File: src/vsd_regs.svh
// Purpose: Named constants for the VME slave base-address decoder
// Assumes: Included by bare name from the decode and top modules
// Notes: Definitions only
`ifndef VSD_REGS_SVH
`define VSD_REGS_SVH

// Address modifier codes
`define VSD_AM_A24_SUP_BLT 6'h3F
`define VSD_AM_A24_SUP_DAT 6'h3D
`define VSD_AM_A24_SUP_MBLT 6'h3C
`define VSD_AM_A24_USR_BLT 6'h3B
`define VSD_AM_A24_USR_DAT 6'h39
`define VSD_AM_A24_USR_MBLT 6'h38
`define VSD_AM_CFG_SPACE 6'h2F
`define VSD_AM_A32_SUP_BLT 6'h0F
`define VSD_AM_A32_SUP_DAT 6'h0D
`define VSD_AM_A32_SUP_MBLT 6'h0C
`define VSD_AM_A32_USR_BLT 6'h0B
`define VSD_AM_A32_USR_DAT 6'h09
`define VSD_AM_A32_USR_MBLT 6'h08

// Register offsets inside the module's 64 KB window
`define VSD_OFS_BITSET1 16'h1006
`define VSD_OFS_BITCLR1 16'h1008
`define VSD_OFS_BASE_UPPER 16'h1012
`define VSD_OFS_BASE_LOWER 16'h1014

// Field positions and reset values
`define VSD_BIT_BASE_SEL 4
`define VSD_RST_BITSET1 8'h00
`define VSD_RST_BASE_UPPER 8'h00
`define VSD_RST_BASE_LOWER 8'h00

// Address slices
`define VSD_A24_HI 23
`define VSD_A32_HI 31
`define VSD_BASE_LO 16
`define VSD_OFS_HI 15

// Offset steps inside block transfers
`define VSD_STEP_D16 16'h0002
`define VSD_STEP_D32 16'h0004
`define VSD_STEP_D64 16'h0008

`endif

File: src/vsd_pkg.sv
// Purpose: Types shared by the decoder modules
// Assumes: vsd_regs.svh holds the numbers
// Notes: Types only
package vsd_pkg;
    typedef enum logic [1:0] {
        VSD_KIND_SINGLE,
        VSD_KIND_BLT,
        VSD_KIND_MBLT
    } vsd_kind_t;

    typedef enum logic [2:0] {
        VSD_ST_IDLE,
        VSD_ST_DECODE,
        VSD_ST_WAITDS,
        VSD_ST_ACK,
        VSD_ST_SKIP
    } vsd_state_t;
endpackage : vsd_pkg

File: src/vsd_am_decode.sv
// Purpose: Classify an address modifier code
// Assumes: Code is stable in the caller's clock domain
// Notes: Purely combinational
`timescale 1ns/1ps
`default_nettype none
`include "vsd_regs.svh"
module vsd_am_decode (
    input wire logic [5:0] am,
    output logic am_ok,
    output logic am_a32,
    output logic am_cfg,
    output vsd_pkg::vsd_kind_t am_kind
);
    import vsd_pkg::*;

    always_comb begin
        am_ok = 1'b1;
        am_a32 = 1'b0;
        am_cfg = 1'b0;
        am_kind = VSD_KIND_SINGLE;
        case (am)
            `VSD_AM_A24_SUP_BLT: am_kind = VSD_KIND_BLT;
            `VSD_AM_A24_SUP_DAT: am_kind = VSD_KIND_SINGLE;
            `VSD_AM_A24_SUP_MBLT: am_kind = VSD_KIND_MBLT;
            `VSD_AM_A24_USR_BLT: am_kind = VSD_KIND_BLT;
            `VSD_AM_A24_USR_DAT: am_kind = VSD_KIND_SINGLE;
            `VSD_AM_A24_USR_MBLT: am_kind = VSD_KIND_MBLT;
            `VSD_AM_CFG_SPACE: am_cfg = 1'b1;
            `VSD_AM_A32_SUP_BLT, `VSD_AM_A32_USR_BLT: begin
                am_a32 = 1'b1;
                am_kind = VSD_KIND_BLT;
            end
            `VSD_AM_A32_SUP_DAT, `VSD_AM_A32_USR_DAT: begin
                am_a32 = 1'b1;
            end
            `VSD_AM_A32_SUP_MBLT, `VSD_AM_A32_USR_MBLT: begin
                am_a32 = 1'b1;
                am_kind = VSD_KIND_MBLT;
            end
            default: am_ok = 1'b0;
        endcase
    end
endmodule : vsd_am_decode
`default_nettype wire

File: src/vsd_top.sv
// Purpose: VME slave base-address decode with base-address registers
// Assumes: VME pins arrive asynchronously; master keeps address valid while AS low
// Notes: DTACK is open-collector, driven low while dtack_oe is high
// Functional notes
// - Accept A24 supervisory BLT, data, MBLT codes
// - Accept A24 user BLT, data, MBLT codes
// - Config-space code marks CR/CSR access
// - Accept A32 supervisory BLT, data, MBLT codes
// - Accept A32 user BLT, data, MBLT codes
// - Decode width set by modifier code
// - Base selectable on 64 KB boundaries
// - Base from rotary switches or registers
// - Select bit 0 means switches; reset value
// - Select bit 1 means programmed registers
// - Upper register A31-24, lower A23-16
// - Single, block and multiplexed block transfers
`timescale 1ns/1ps
`default_nettype none
`include "vsd_regs.svh"
module vsd_top (
    input wire logic sys_clk,
    input wire logic rst_n,
    input wire logic [31:0] vme_addr,
    input wire logic [5:0] vme_am,
    input wire logic vme_as_n,
    input wire logic vme_ds_n,
    input wire logic vme_write_n,
    input wire logic vme_lword_n,
    input wire logic [31:0] vme_data_in,
    input wire logic [15:0] rotary_sw,
    output logic [31:0] vme_data_out,
    output logic vme_data_oe,
    output logic vme_dtack_n_out,
    output logic vme_dtack_oe,
    output logic acc_strobe,
    output logic [15:0] acc_offset,
    output logic acc_write,
    output vsd_pkg::vsd_kind_t acc_kind,
    output logic acc_a32,
    output logic acc_cfg,
    output logic acc_d32,
    output logic base_sel
);
    import vsd_pkg::*;

    ////////////////////////////////////////////////////////////////////////
    // Two-flop synchronisers for every input except sys_clk and rst_n
    localparam int SW = 32 + 6 + 4 + 32 + 16;
    logic [SW-1:0] sync1_ff;
    logic [SW-1:0] sync2_ff;
    logic [31:0] addr_s;
    logic [5:0] am_s;
    logic as_n_s;
    logic ds_n_s;
    logic write_n_s;
    logic lword_n_s;
    logic [31:0] data_s;
    logic [15:0] rot_s;

    always_ff @(posedge sys_clk) begin
        if (!rst_n) begin
            sync1_ff <= {SW{1'b1}};
            sync2_ff <= {SW{1'b1}};
        end else begin
            sync1_ff <= {vme_addr, vme_am, vme_as_n, vme_ds_n, vme_write_n, vme_lword_n, vme_data_in, rotary_sw};
            sync2_ff <= sync1_ff;
        end
    end

    assign {addr_s, am_s, as_n_s, ds_n_s, write_n_s, lword_n_s, data_s, rot_s} = sync2_ff;

    ////////////////////////////////////////////////////////////////////////
    // Cycle state and latched address phase
    vsd_state_t st_ff, nxt_st;
    logic [31:0] addr_ff, nxt_addr;
    logic [5:0] am_ff, nxt_am;
    logic [7:0] bitset1_ff, nxt_bitset1;
    logic [7:0] upper_ff, nxt_upper;
    logic [7:0] lower_ff, nxt_lower;
    logic [31:0] dout_ff, nxt_dout;
    logic doe_ff, nxt_doe;
    logic dtack_oe_ff, nxt_dtack_oe;
    logic strobe_ff, nxt_strobe;
    logic [15:0] ofs_ff, nxt_ofs;
    logic wr_ff, nxt_wr;
    vsd_kind_t kind_ff, nxt_kind;
    logic a32_ff, nxt_a32;
    logic cfg_ff, nxt_cfg;
    logic d32_ff, nxt_d32;

    logic am_ok;
    logic am_a32;
    logic am_cfg;
    vsd_kind_t am_kind;

    vsd_am_decode u_am (
        .am(am_ff),
        .am_ok(am_ok),
        .am_a32(am_a32),
        .am_cfg(am_cfg),
        .am_kind(am_kind)
    );

    logic [15:0] base_eff;
    logic addr_hit;
    logic [15:0] step;

    always_comb begin
        // Switches give A31-16; registers replace them when selected
        base_eff = bitset1_ff[`VSD_BIT_BASE_SEL] ? {upper_ff, lower_ff} : rot_s;
        // Only the 64 KB page is compared, so bases fall on 64 KB steps
        if (am_a32) begin
            addr_hit = (addr_ff[`VSD_A32_HI:`VSD_BASE_LO] == base_eff);
        end else begin
            addr_hit = (addr_ff[`VSD_A24_HI:`VSD_BASE_LO] == base_eff[7:0]);
        end
        if (kind_ff == VSD_KIND_MBLT) begin
            step = `VSD_STEP_D64;
        end else if (d32_ff) begin
            step = `VSD_STEP_D32;
        end else begin
            step = `VSD_STEP_D16;
        end
    end

    always_comb begin
        nxt_st = st_ff;
        nxt_addr = addr_ff;
        nxt_am = am_ff;
        nxt_bitset1 = bitset1_ff;
        nxt_upper = upper_ff;
        nxt_lower = lower_ff;
        nxt_dout = dout_ff;
        nxt_doe = doe_ff;
        nxt_dtack_oe = dtack_oe_ff;
        nxt_strobe = 1'b0;
        nxt_ofs = ofs_ff;
        nxt_wr = wr_ff;
        nxt_kind = kind_ff;
        nxt_a32 = a32_ff;
        nxt_cfg = cfg_ff;
        nxt_d32 = d32_ff;
        case (st_ff)
            VSD_ST_IDLE: begin
                if (!as_n_s) begin
                    nxt_addr = addr_s;
                    nxt_am = am_s;
                    nxt_st = VSD_ST_DECODE;
                end
            end
            VSD_ST_DECODE: begin
                if (am_ok && addr_hit) begin
                    nxt_ofs = addr_ff[`VSD_OFS_HI:0];
                    nxt_kind = am_kind;
                    nxt_a32 = am_a32;
                    nxt_cfg = am_cfg;
                    nxt_st = VSD_ST_WAITDS;
                end else begin
                    // Foreign or unknown cycle: sit out until AS rises
                    nxt_st = VSD_ST_SKIP;
                end
            end
            VSD_ST_WAITDS: begin
                if (as_n_s) begin
                    nxt_st = VSD_ST_IDLE;
                end else if (!ds_n_s) begin
                    nxt_wr = !write_n_s;
                    nxt_d32 = !lword_n_s;
                    nxt_strobe = 1'b1;
                    nxt_dtack_oe = 1'b1;
                    if (!write_n_s) begin
                        case (ofs_ff)
                            `VSD_OFS_BITSET1: nxt_bitset1 = bitset1_ff | data_s[7:0];
                            `VSD_OFS_BITCLR1: nxt_bitset1 = bitset1_ff & ~data_s[7:0];
                            `VSD_OFS_BASE_UPPER: nxt_upper = data_s[7:0];
                            `VSD_OFS_BASE_LOWER: nxt_lower = data_s[7:0];
                            default: nxt_bitset1 = bitset1_ff;
                        endcase
                    end else begin
                        nxt_doe = 1'b1;
                        case (ofs_ff)
                            `VSD_OFS_BITSET1, `VSD_OFS_BITCLR1: nxt_dout = {24'h000000, bitset1_ff};
                            `VSD_OFS_BASE_UPPER: nxt_dout = {24'h000000, upper_ff};
                            `VSD_OFS_BASE_LOWER: nxt_dout = {24'h000000, lower_ff};
                            default: nxt_dout = 32'h00000000;
                        endcase
                    end
                    nxt_st = VSD_ST_ACK;
                end
            end
            VSD_ST_ACK: begin
                if (ds_n_s) begin
                    nxt_dtack_oe = 1'b0;
                    nxt_doe = 1'b0;
                    // Block beats step the offset; single cycles keep it
                    if (kind_ff != VSD_KIND_SINGLE) begin
                        nxt_ofs = 16'(ofs_ff + step);
                    end
                    nxt_st = as_n_s ? VSD_ST_IDLE : VSD_ST_WAITDS;
                end
            end
            VSD_ST_SKIP: begin
                if (as_n_s) begin
                    nxt_st = VSD_ST_IDLE;
                end
            end
            default: nxt_st = VSD_ST_IDLE;
        endcase
    end

    always_ff @(posedge sys_clk) begin
        if (!rst_n) begin
            st_ff <= VSD_ST_IDLE;
            addr_ff <= 32'h00000000;
            am_ff <= 6'h00;
            bitset1_ff <= `VSD_RST_BITSET1;
            upper_ff <= `VSD_RST_BASE_UPPER;
            lower_ff <= `VSD_RST_BASE_LOWER;
            dout_ff <= 32'h00000000;
            doe_ff <= 1'b0;
            dtack_oe_ff <= 1'b0;
            strobe_ff <= 1'b0;
            ofs_ff <= 16'h0000;
            wr_ff <= 1'b0;
            kind_ff <= VSD_KIND_SINGLE;
            a32_ff <= 1'b0;
            cfg_ff <= 1'b0;
            d32_ff <= 1'b0;
        end else begin
            st_ff <= nxt_st;
            addr_ff <= nxt_addr;
            am_ff <= nxt_am;
            bitset1_ff <= nxt_bitset1;
            upper_ff <= nxt_upper;
            lower_ff <= nxt_lower;
            dout_ff <= nxt_dout;
            doe_ff <= nxt_doe;
            dtack_oe_ff <= nxt_dtack_oe;
            strobe_ff <= nxt_strobe;
            ofs_ff <= nxt_ofs;
            wr_ff <= nxt_wr;
            kind_ff <= nxt_kind;
            a32_ff <= nxt_a32;
            cfg_ff <= nxt_cfg;
            d32_ff <= nxt_d32;
        end
    end

    assign vme_data_out = dout_ff;
    assign vme_data_oe = doe_ff;
    assign vme_dtack_n_out = 1'b0;
    assign vme_dtack_oe = dtack_oe_ff;
    assign acc_strobe = strobe_ff;
    assign acc_offset = ofs_ff;
    assign acc_write = wr_ff;
    assign acc_kind = kind_ff;
    assign acc_a32 = a32_ff;
    assign acc_cfg = cfg_ff;
    assign acc_d32 = d32_ff;
    assign base_sel = bitset1_ff[`VSD_BIT_BASE_SEL];

    ////////////////////////////////////////////////////////////////////////
    // Checks
    base_sel_reset_a: assert property (@(posedge sys_clk) $rose(rst_n) |-> !base_sel)
        else $error("base select not zero after reset");
    base_sel_set_a: assert property (@(posedge sys_clk) disable iff (!rst_n)
        (st_ff == VSD_ST_WAITDS && !as_n_s && !ds_n_s && !write_n_s && ofs_ff == `VSD_OFS_BITSET1
        && data_s[`VSD_BIT_BASE_SEL]) |=> base_sel)
        else $error("bit set write did not select registers");
    unknown_am_a: assert property (@(posedge sys_clk) disable iff (!rst_n)
        (st_ff == VSD_ST_DECODE && !am_ok) |=> (st_ff == VSD_ST_SKIP && !vme_dtack_oe))
        else $error("unknown modifier not ignored");
    a24_miss_a: assert property (@(posedge sys_clk) disable iff (!rst_n)
        (st_ff == VSD_ST_DECODE && am_ok && !am_a32 && addr_ff[`VSD_A24_HI:`VSD_BASE_LO] != base_eff[7:0])
        |=> st_ff == VSD_ST_SKIP)
        else $error("A24 mismatch accepted");
    a32_hit_a: assert property (@(posedge sys_clk) disable iff (!rst_n)
        (st_ff == VSD_ST_DECODE && am_a32 && addr_ff[`VSD_A32_HI:`VSD_BASE_LO] == base_eff)
        |=> (st_ff == VSD_ST_WAITDS && acc_a32 && acc_offset == addr_ff[`VSD_OFS_HI:0]))
        else $error("A32 match not taken");
    dtack_release_a: assert property (@(posedge sys_clk) disable iff (!rst_n)
        (st_ff == VSD_ST_ACK && ds_n_s) |=> (!vme_dtack_oe && !vme_data_oe))
        else $error("DTACK held after data strobe");
    dtack_cause_a: assert property (@(posedge sys_clk) disable iff (!rst_n)
        $rose(vme_dtack_oe) |-> (acc_strobe && $past(st_ff) == VSD_ST_WAITDS))
        else $error("DTACK without accepted strobe");
    upper_read_a: assert property (@(posedge sys_clk) disable iff (!rst_n)
        (st_ff == VSD_ST_WAITDS && !as_n_s && !ds_n_s && write_n_s && ofs_ff == `VSD_OFS_BASE_UPPER)
        |=> (vme_data_oe && vme_data_out[7:0] == $past(upper_ff)))
        else $error("upper base read wrong");
    blt_step_a: assert property (@(posedge sys_clk) disable iff (!rst_n)
        (st_ff == VSD_ST_ACK && ds_n_s && kind_ff == VSD_KIND_MBLT)
        |=> acc_offset == 16'($past(ofs_ff) + `VSD_STEP_D64))
        else $error("MBLT offset step wrong");
endmodule : vsd_top
`default_nettype wire

File: config.mk
export PLATFORM = sky130hd
export DESIGN_NAME = vsd_top
export DESIGN_NICKNAME = d
export VERILOG_FILES = /design/src/vsd_pkg.sv /design/src/vsd_am_decode.sv /design/src/vsd_top.sv
export VERILOG_INCLUDE_DIRS = /design/src
export SDC_FILE = /design/constraint.sdc
export NUM_CORES = 1
export LEC_CHECK = 0
export BUFFER_PORTS_ARGS = -buffer_cell sky130_fd_sc_hd__buf_2
export CAP_MARGIN = 15
export CORE_AREA = 2 2 104 156
export DETAILED_ROUTE_END_ITERATION = 10
export DIE_AREA = 0 0 106 158
export PLACE_DENSITY_LB_ADDON = 0.05
export SLEW_MARGIN = 40
export SYNTH_ARGS = -nofsm -noshare
export SYNTH_HDL_FRONTEND = slang
export SYNTH_SLANG_ARGS = --single-unit
File: constraint.sdc
create_clock -name sys_clk -period 3 [get_ports sys_clk]
set_clock_uncertainty 0.1 [all_clocks]
set_input_delay 0 -clock sys_clk [delete_from_list [all_inputs] [get_ports sys_clk]]
set_output_delay 0 -clock sys_clk [all_outputs]
set_load 0.1 [all_outputs]
==> flow_metrics.tcl <==
set metrics [dict create \
    worst_pin_slew_ns 0.6654 \
    cts_tree "done" \
    netlist_area_mm2 0.008300 \
    setup_violations 0 \
    path_max_fanout 4 \
    synth_edf_count 0 \
    slew_viol_final 0 \
    die_w_um 106 \
    hold_path_depth 3 \
    dr.pass1.iters 5 \
    grt_pass1_wl_mm 30.80 \
    grt_pass1_vias 6366 \
    dieArea_mm2 0.01675 \
    synthAdderAreaFrac_pct 0.6934 \
    gr-usage-all-layers_pct 23.02 \
    syn_area_per_cell_um2 9.443 \
    arrival_ns 3.05 \
    rows 56 \
    rsz0062_at_grt "false" \
    synth_compound_area_share_pct 11.20 \
    setup_slack_ns 0.2673 \
    hp-start "vme_addr[15]" \
    numClockSinks 230 \
    fillers 1286 \
    r2r_slack_ns 0.27 \
    regToRegEndpoint "acc_offset[11]" \
    period_share_pct 91.09 \
    hold_viol_final 0 \
    gr-total-overflow 0 \
    design_area_mm2 0.01045 \
    worstRegToRegCells 13 \
    place.gp.congestion 0.8547 \
    routed_wl_mm 19.19 \
    min_to "sync1_ff[73]" \
    yosysTopAreaCellShare_pct 55.47 \
    htree_levels 1 \
    p_leak_nw 4.084 \
    dp_slack_ns 0.1892 \
    synth_xor_area_share_pct 1.794 \
    worstSetupPathType "flop to flop" \
    hold_slack_ns 0.1191 \
    wl_per_cell_um 15.13 \
    yosys.area_share.simple_pct 23.09 \
    clock_path_buffers 3 \
    cts_root_buf "clkbuf_16" \
    drive_above_1_share_pct 15.96 \
    drtAntennaViolNets 0 \
    synth_ff_type "dfxtp_1" \
    fin_cells 1268 \
    maxCapViolCount 0 \
    synth.area.top_cells "dfxtp_1, nand2b_1, nand2_1" \
    vias_per_cell 5.157 \
    clkTransAtPathRegs_ns 0.07 \
    vias 6539 \
    diodes 0 \
    ir_worst_vdd_mv 0.6127 \
    min_path_type "input pin to flop" \
    port_buffers 101 \
    place_inst 1150 \
    yosysUniqueCellTypes 54 \
    syn-instance-count 879 \
    synth_warnings 0 \
    clk_latency_ns 0.49 \
    antenna_found_initial 0 \
    grt_max_degree 69 \
    cp-start-kind "flop" \
    finalPower_mw 6.438 \
    cellPowerDensity_mw_per_mm2 616.4 \
    fmax_mhz 365.9 \
    synthMuxAreaShare_pct 2.412 \
    required_ns 3.32 \
    floorplan.initialDensity_pct 53.60 \
    dp_hpwl_mm 12.96 \
    io_pins 151 \
    ys_seq_area_share_pct 55.47 \
    dpl_cell_area_mm2 0.008905 \
    setup_tns_ns 0 \
    final_core_util_pct 67.45 \
    synth_top_family_by_area "simple AND/OR/NAND/NOR gates" \
    area_delta_synth_final_pct 25.84 \
    finalWorstPathRequiredPeriod_ns 2.733 \
    die_h_um 158 \
    yosys.area.top_type "dfxtp_1" \
    coreArea_mm2 0.01548 \
    async_reset_ff_share_pct 0 \
    nets 1148 \
    slew-limit-headroom_pct 55.64 \
    drc 0 \
    first_iter_violations 349 \
    ys_ff_latch 230 \
    cts_buffers 21 \
    r2r-start "acc_kind[0]" \
    status "finished, final reports clean" \
    cp-end-kind "flop" \
    multi_input_area_mm2 0.003358 \
    seq_area_mm2 0.004609 \
]
cell usage after synthesis (8+ instances only):
master,instances
mux2i_1,20
clkbuf_1,43
nor2_1,25
xnor2_1,13
nand2_1,133
nand4_1,11
nor3_1,9
o21ai_0,10
dfxtp_1,230
a211oi_1,13
nand2b_1,137
a21oi_1,77
a222oi_1,8
buf_4,25
nand3_1,30
o31ai_1,8
inv_1,11
worst max-delay path, stage by stage, from the launching register on:
cell and delay, ns:
dfxtp_2 0.34, nand2b_1 0.18, inv_1 0.08, nor2_1 0.09, ha_1 0.17, inv_1 0.05, fa_1 0.38, nor2b_1 0.21
o2111ai_1 0.17, nor2_2 0.23, nand3_1 0.14, o31ai_1 0.24, nand2_1 0.09, o211ai_1 0.18
metal layers:
| layer | vias to the layer above | wire length [um] | global-route usage [%] |
|---|---|---|---|
| met5 | - | 0 | 0 |
| met1 | 3047 | 7383 | 25.37 |
| met2 | 184 | 10120 | 43.26 |
| met4 | 0 | 908 | 11.15 |
| met3 | 58 | 780 | 3.047 |
| li1 | 3250 | - | - |
repair_timing:
item | in CTS | in global routing
hold buffers | 81 | 0
hold endpoints to repair | 80 | 0
setup endpoints to repair | 0 | 3
gates resized for setup | 0 | 1
buffers inserted | 0 | 1
placed cells by master, fill, tap and decap left out, types with 3 or more instances in the layout:
master / Yosys / routed
nand3_1: 30 / 30
a21oi_1: 77 / 77
a222oi_1: 8 / 8
conb_1: 1 / 25
buf_4: 25 / 20
nor2b_1: 4 / 4
ha_1: 3 / 3
nor2_1: 25 / 24
clkbuf_16: 0 / 21
bufinv_16: 0 / 3
buf_2: 3 / 100
inv_1: 11 / 11
nor4_1: 6 / 5
dlygate4sd3_1: 0 / 81
a211oi_1: 13 / 13
o211ai_1: 7 / 7
nand2_1: 133 / 132
clkinv_2: 0 / 5
o31ai_1: 8 / 8
nand2b_1: 137 / 137
xnor2_1: 13 / 13
nor3_1: 9 / 9
nand4_1: 11 / 11
dfxtp_1: 230 / 226
clkbuf_8: 0 / 4
mux2i_1: 20 / 20
xor2_1: 4 / 4
and2_1: 4 / 4
o21ai_0: 10 / 10
dfxtp_2: 0 / 4
flip-flops by register name, summed over array words and instances (netlist names), 2 cells and up, named ones only:
register,flops
sync1_ff,66
am_ff,6
lower_ff,8
acc_kind,2
upper_ff,8
sync2_ff,66
vme_data_out,8
st_ff,3
acc_offset,16
addr_ff,32
kinds of logic after synthesis:
family | Yosys count
adders and majority gates | 4
buffers and inverters | 87
xor gates and xnor gates | 17
and+or+nand+nor | 373
muxes | 20
DFF | 230
AOI/OAI and AO/OA | 147
other | 1
worst max path at each step:
stage | endpoint | start | cells after the start | slack [ns]
after floorplan | acc_offset[11] | acc_d32 | 9 | 0.03
after global placement | acc_offset[13] | acc_kind[0] | 13 | 0.31
after detailed placement | acc_offset[11] | acc_kind[0] | 13 | 0.19
after CTS | acc_offset[15] | acc_kind[0] | 13 | 0.18
after global routing | acc_offset[15] | acc_kind[0] | 13 | 0.01
final | acc_offset[11] | acc_kind[0] | 13 | 0.27
power breakdown:
| part | total, mW | switching, mW | internal [mW] |
|---|---|---|---|
| Clock | 2.74 | 1.10 | 1.64 |
| Combinational | 0.480 | 0.289 | 0.190 |
| Sequential | 3.22 | 0.0553 | 3.16 |
layout make-up:
type | count | share of cell area (%)
Clock buffer | 26 | 5.594
Clock inverter | 10 | 1.270
Inverter | 12 | 0.4312
Multi-Input combinational cell | 586 | 32.15
Sequential cell | 230 | 44.13
Tap cell | 203 | 2.432
Timing Repair Buffer | 201 | 13.99
Power figures use the tool's default switching activity.
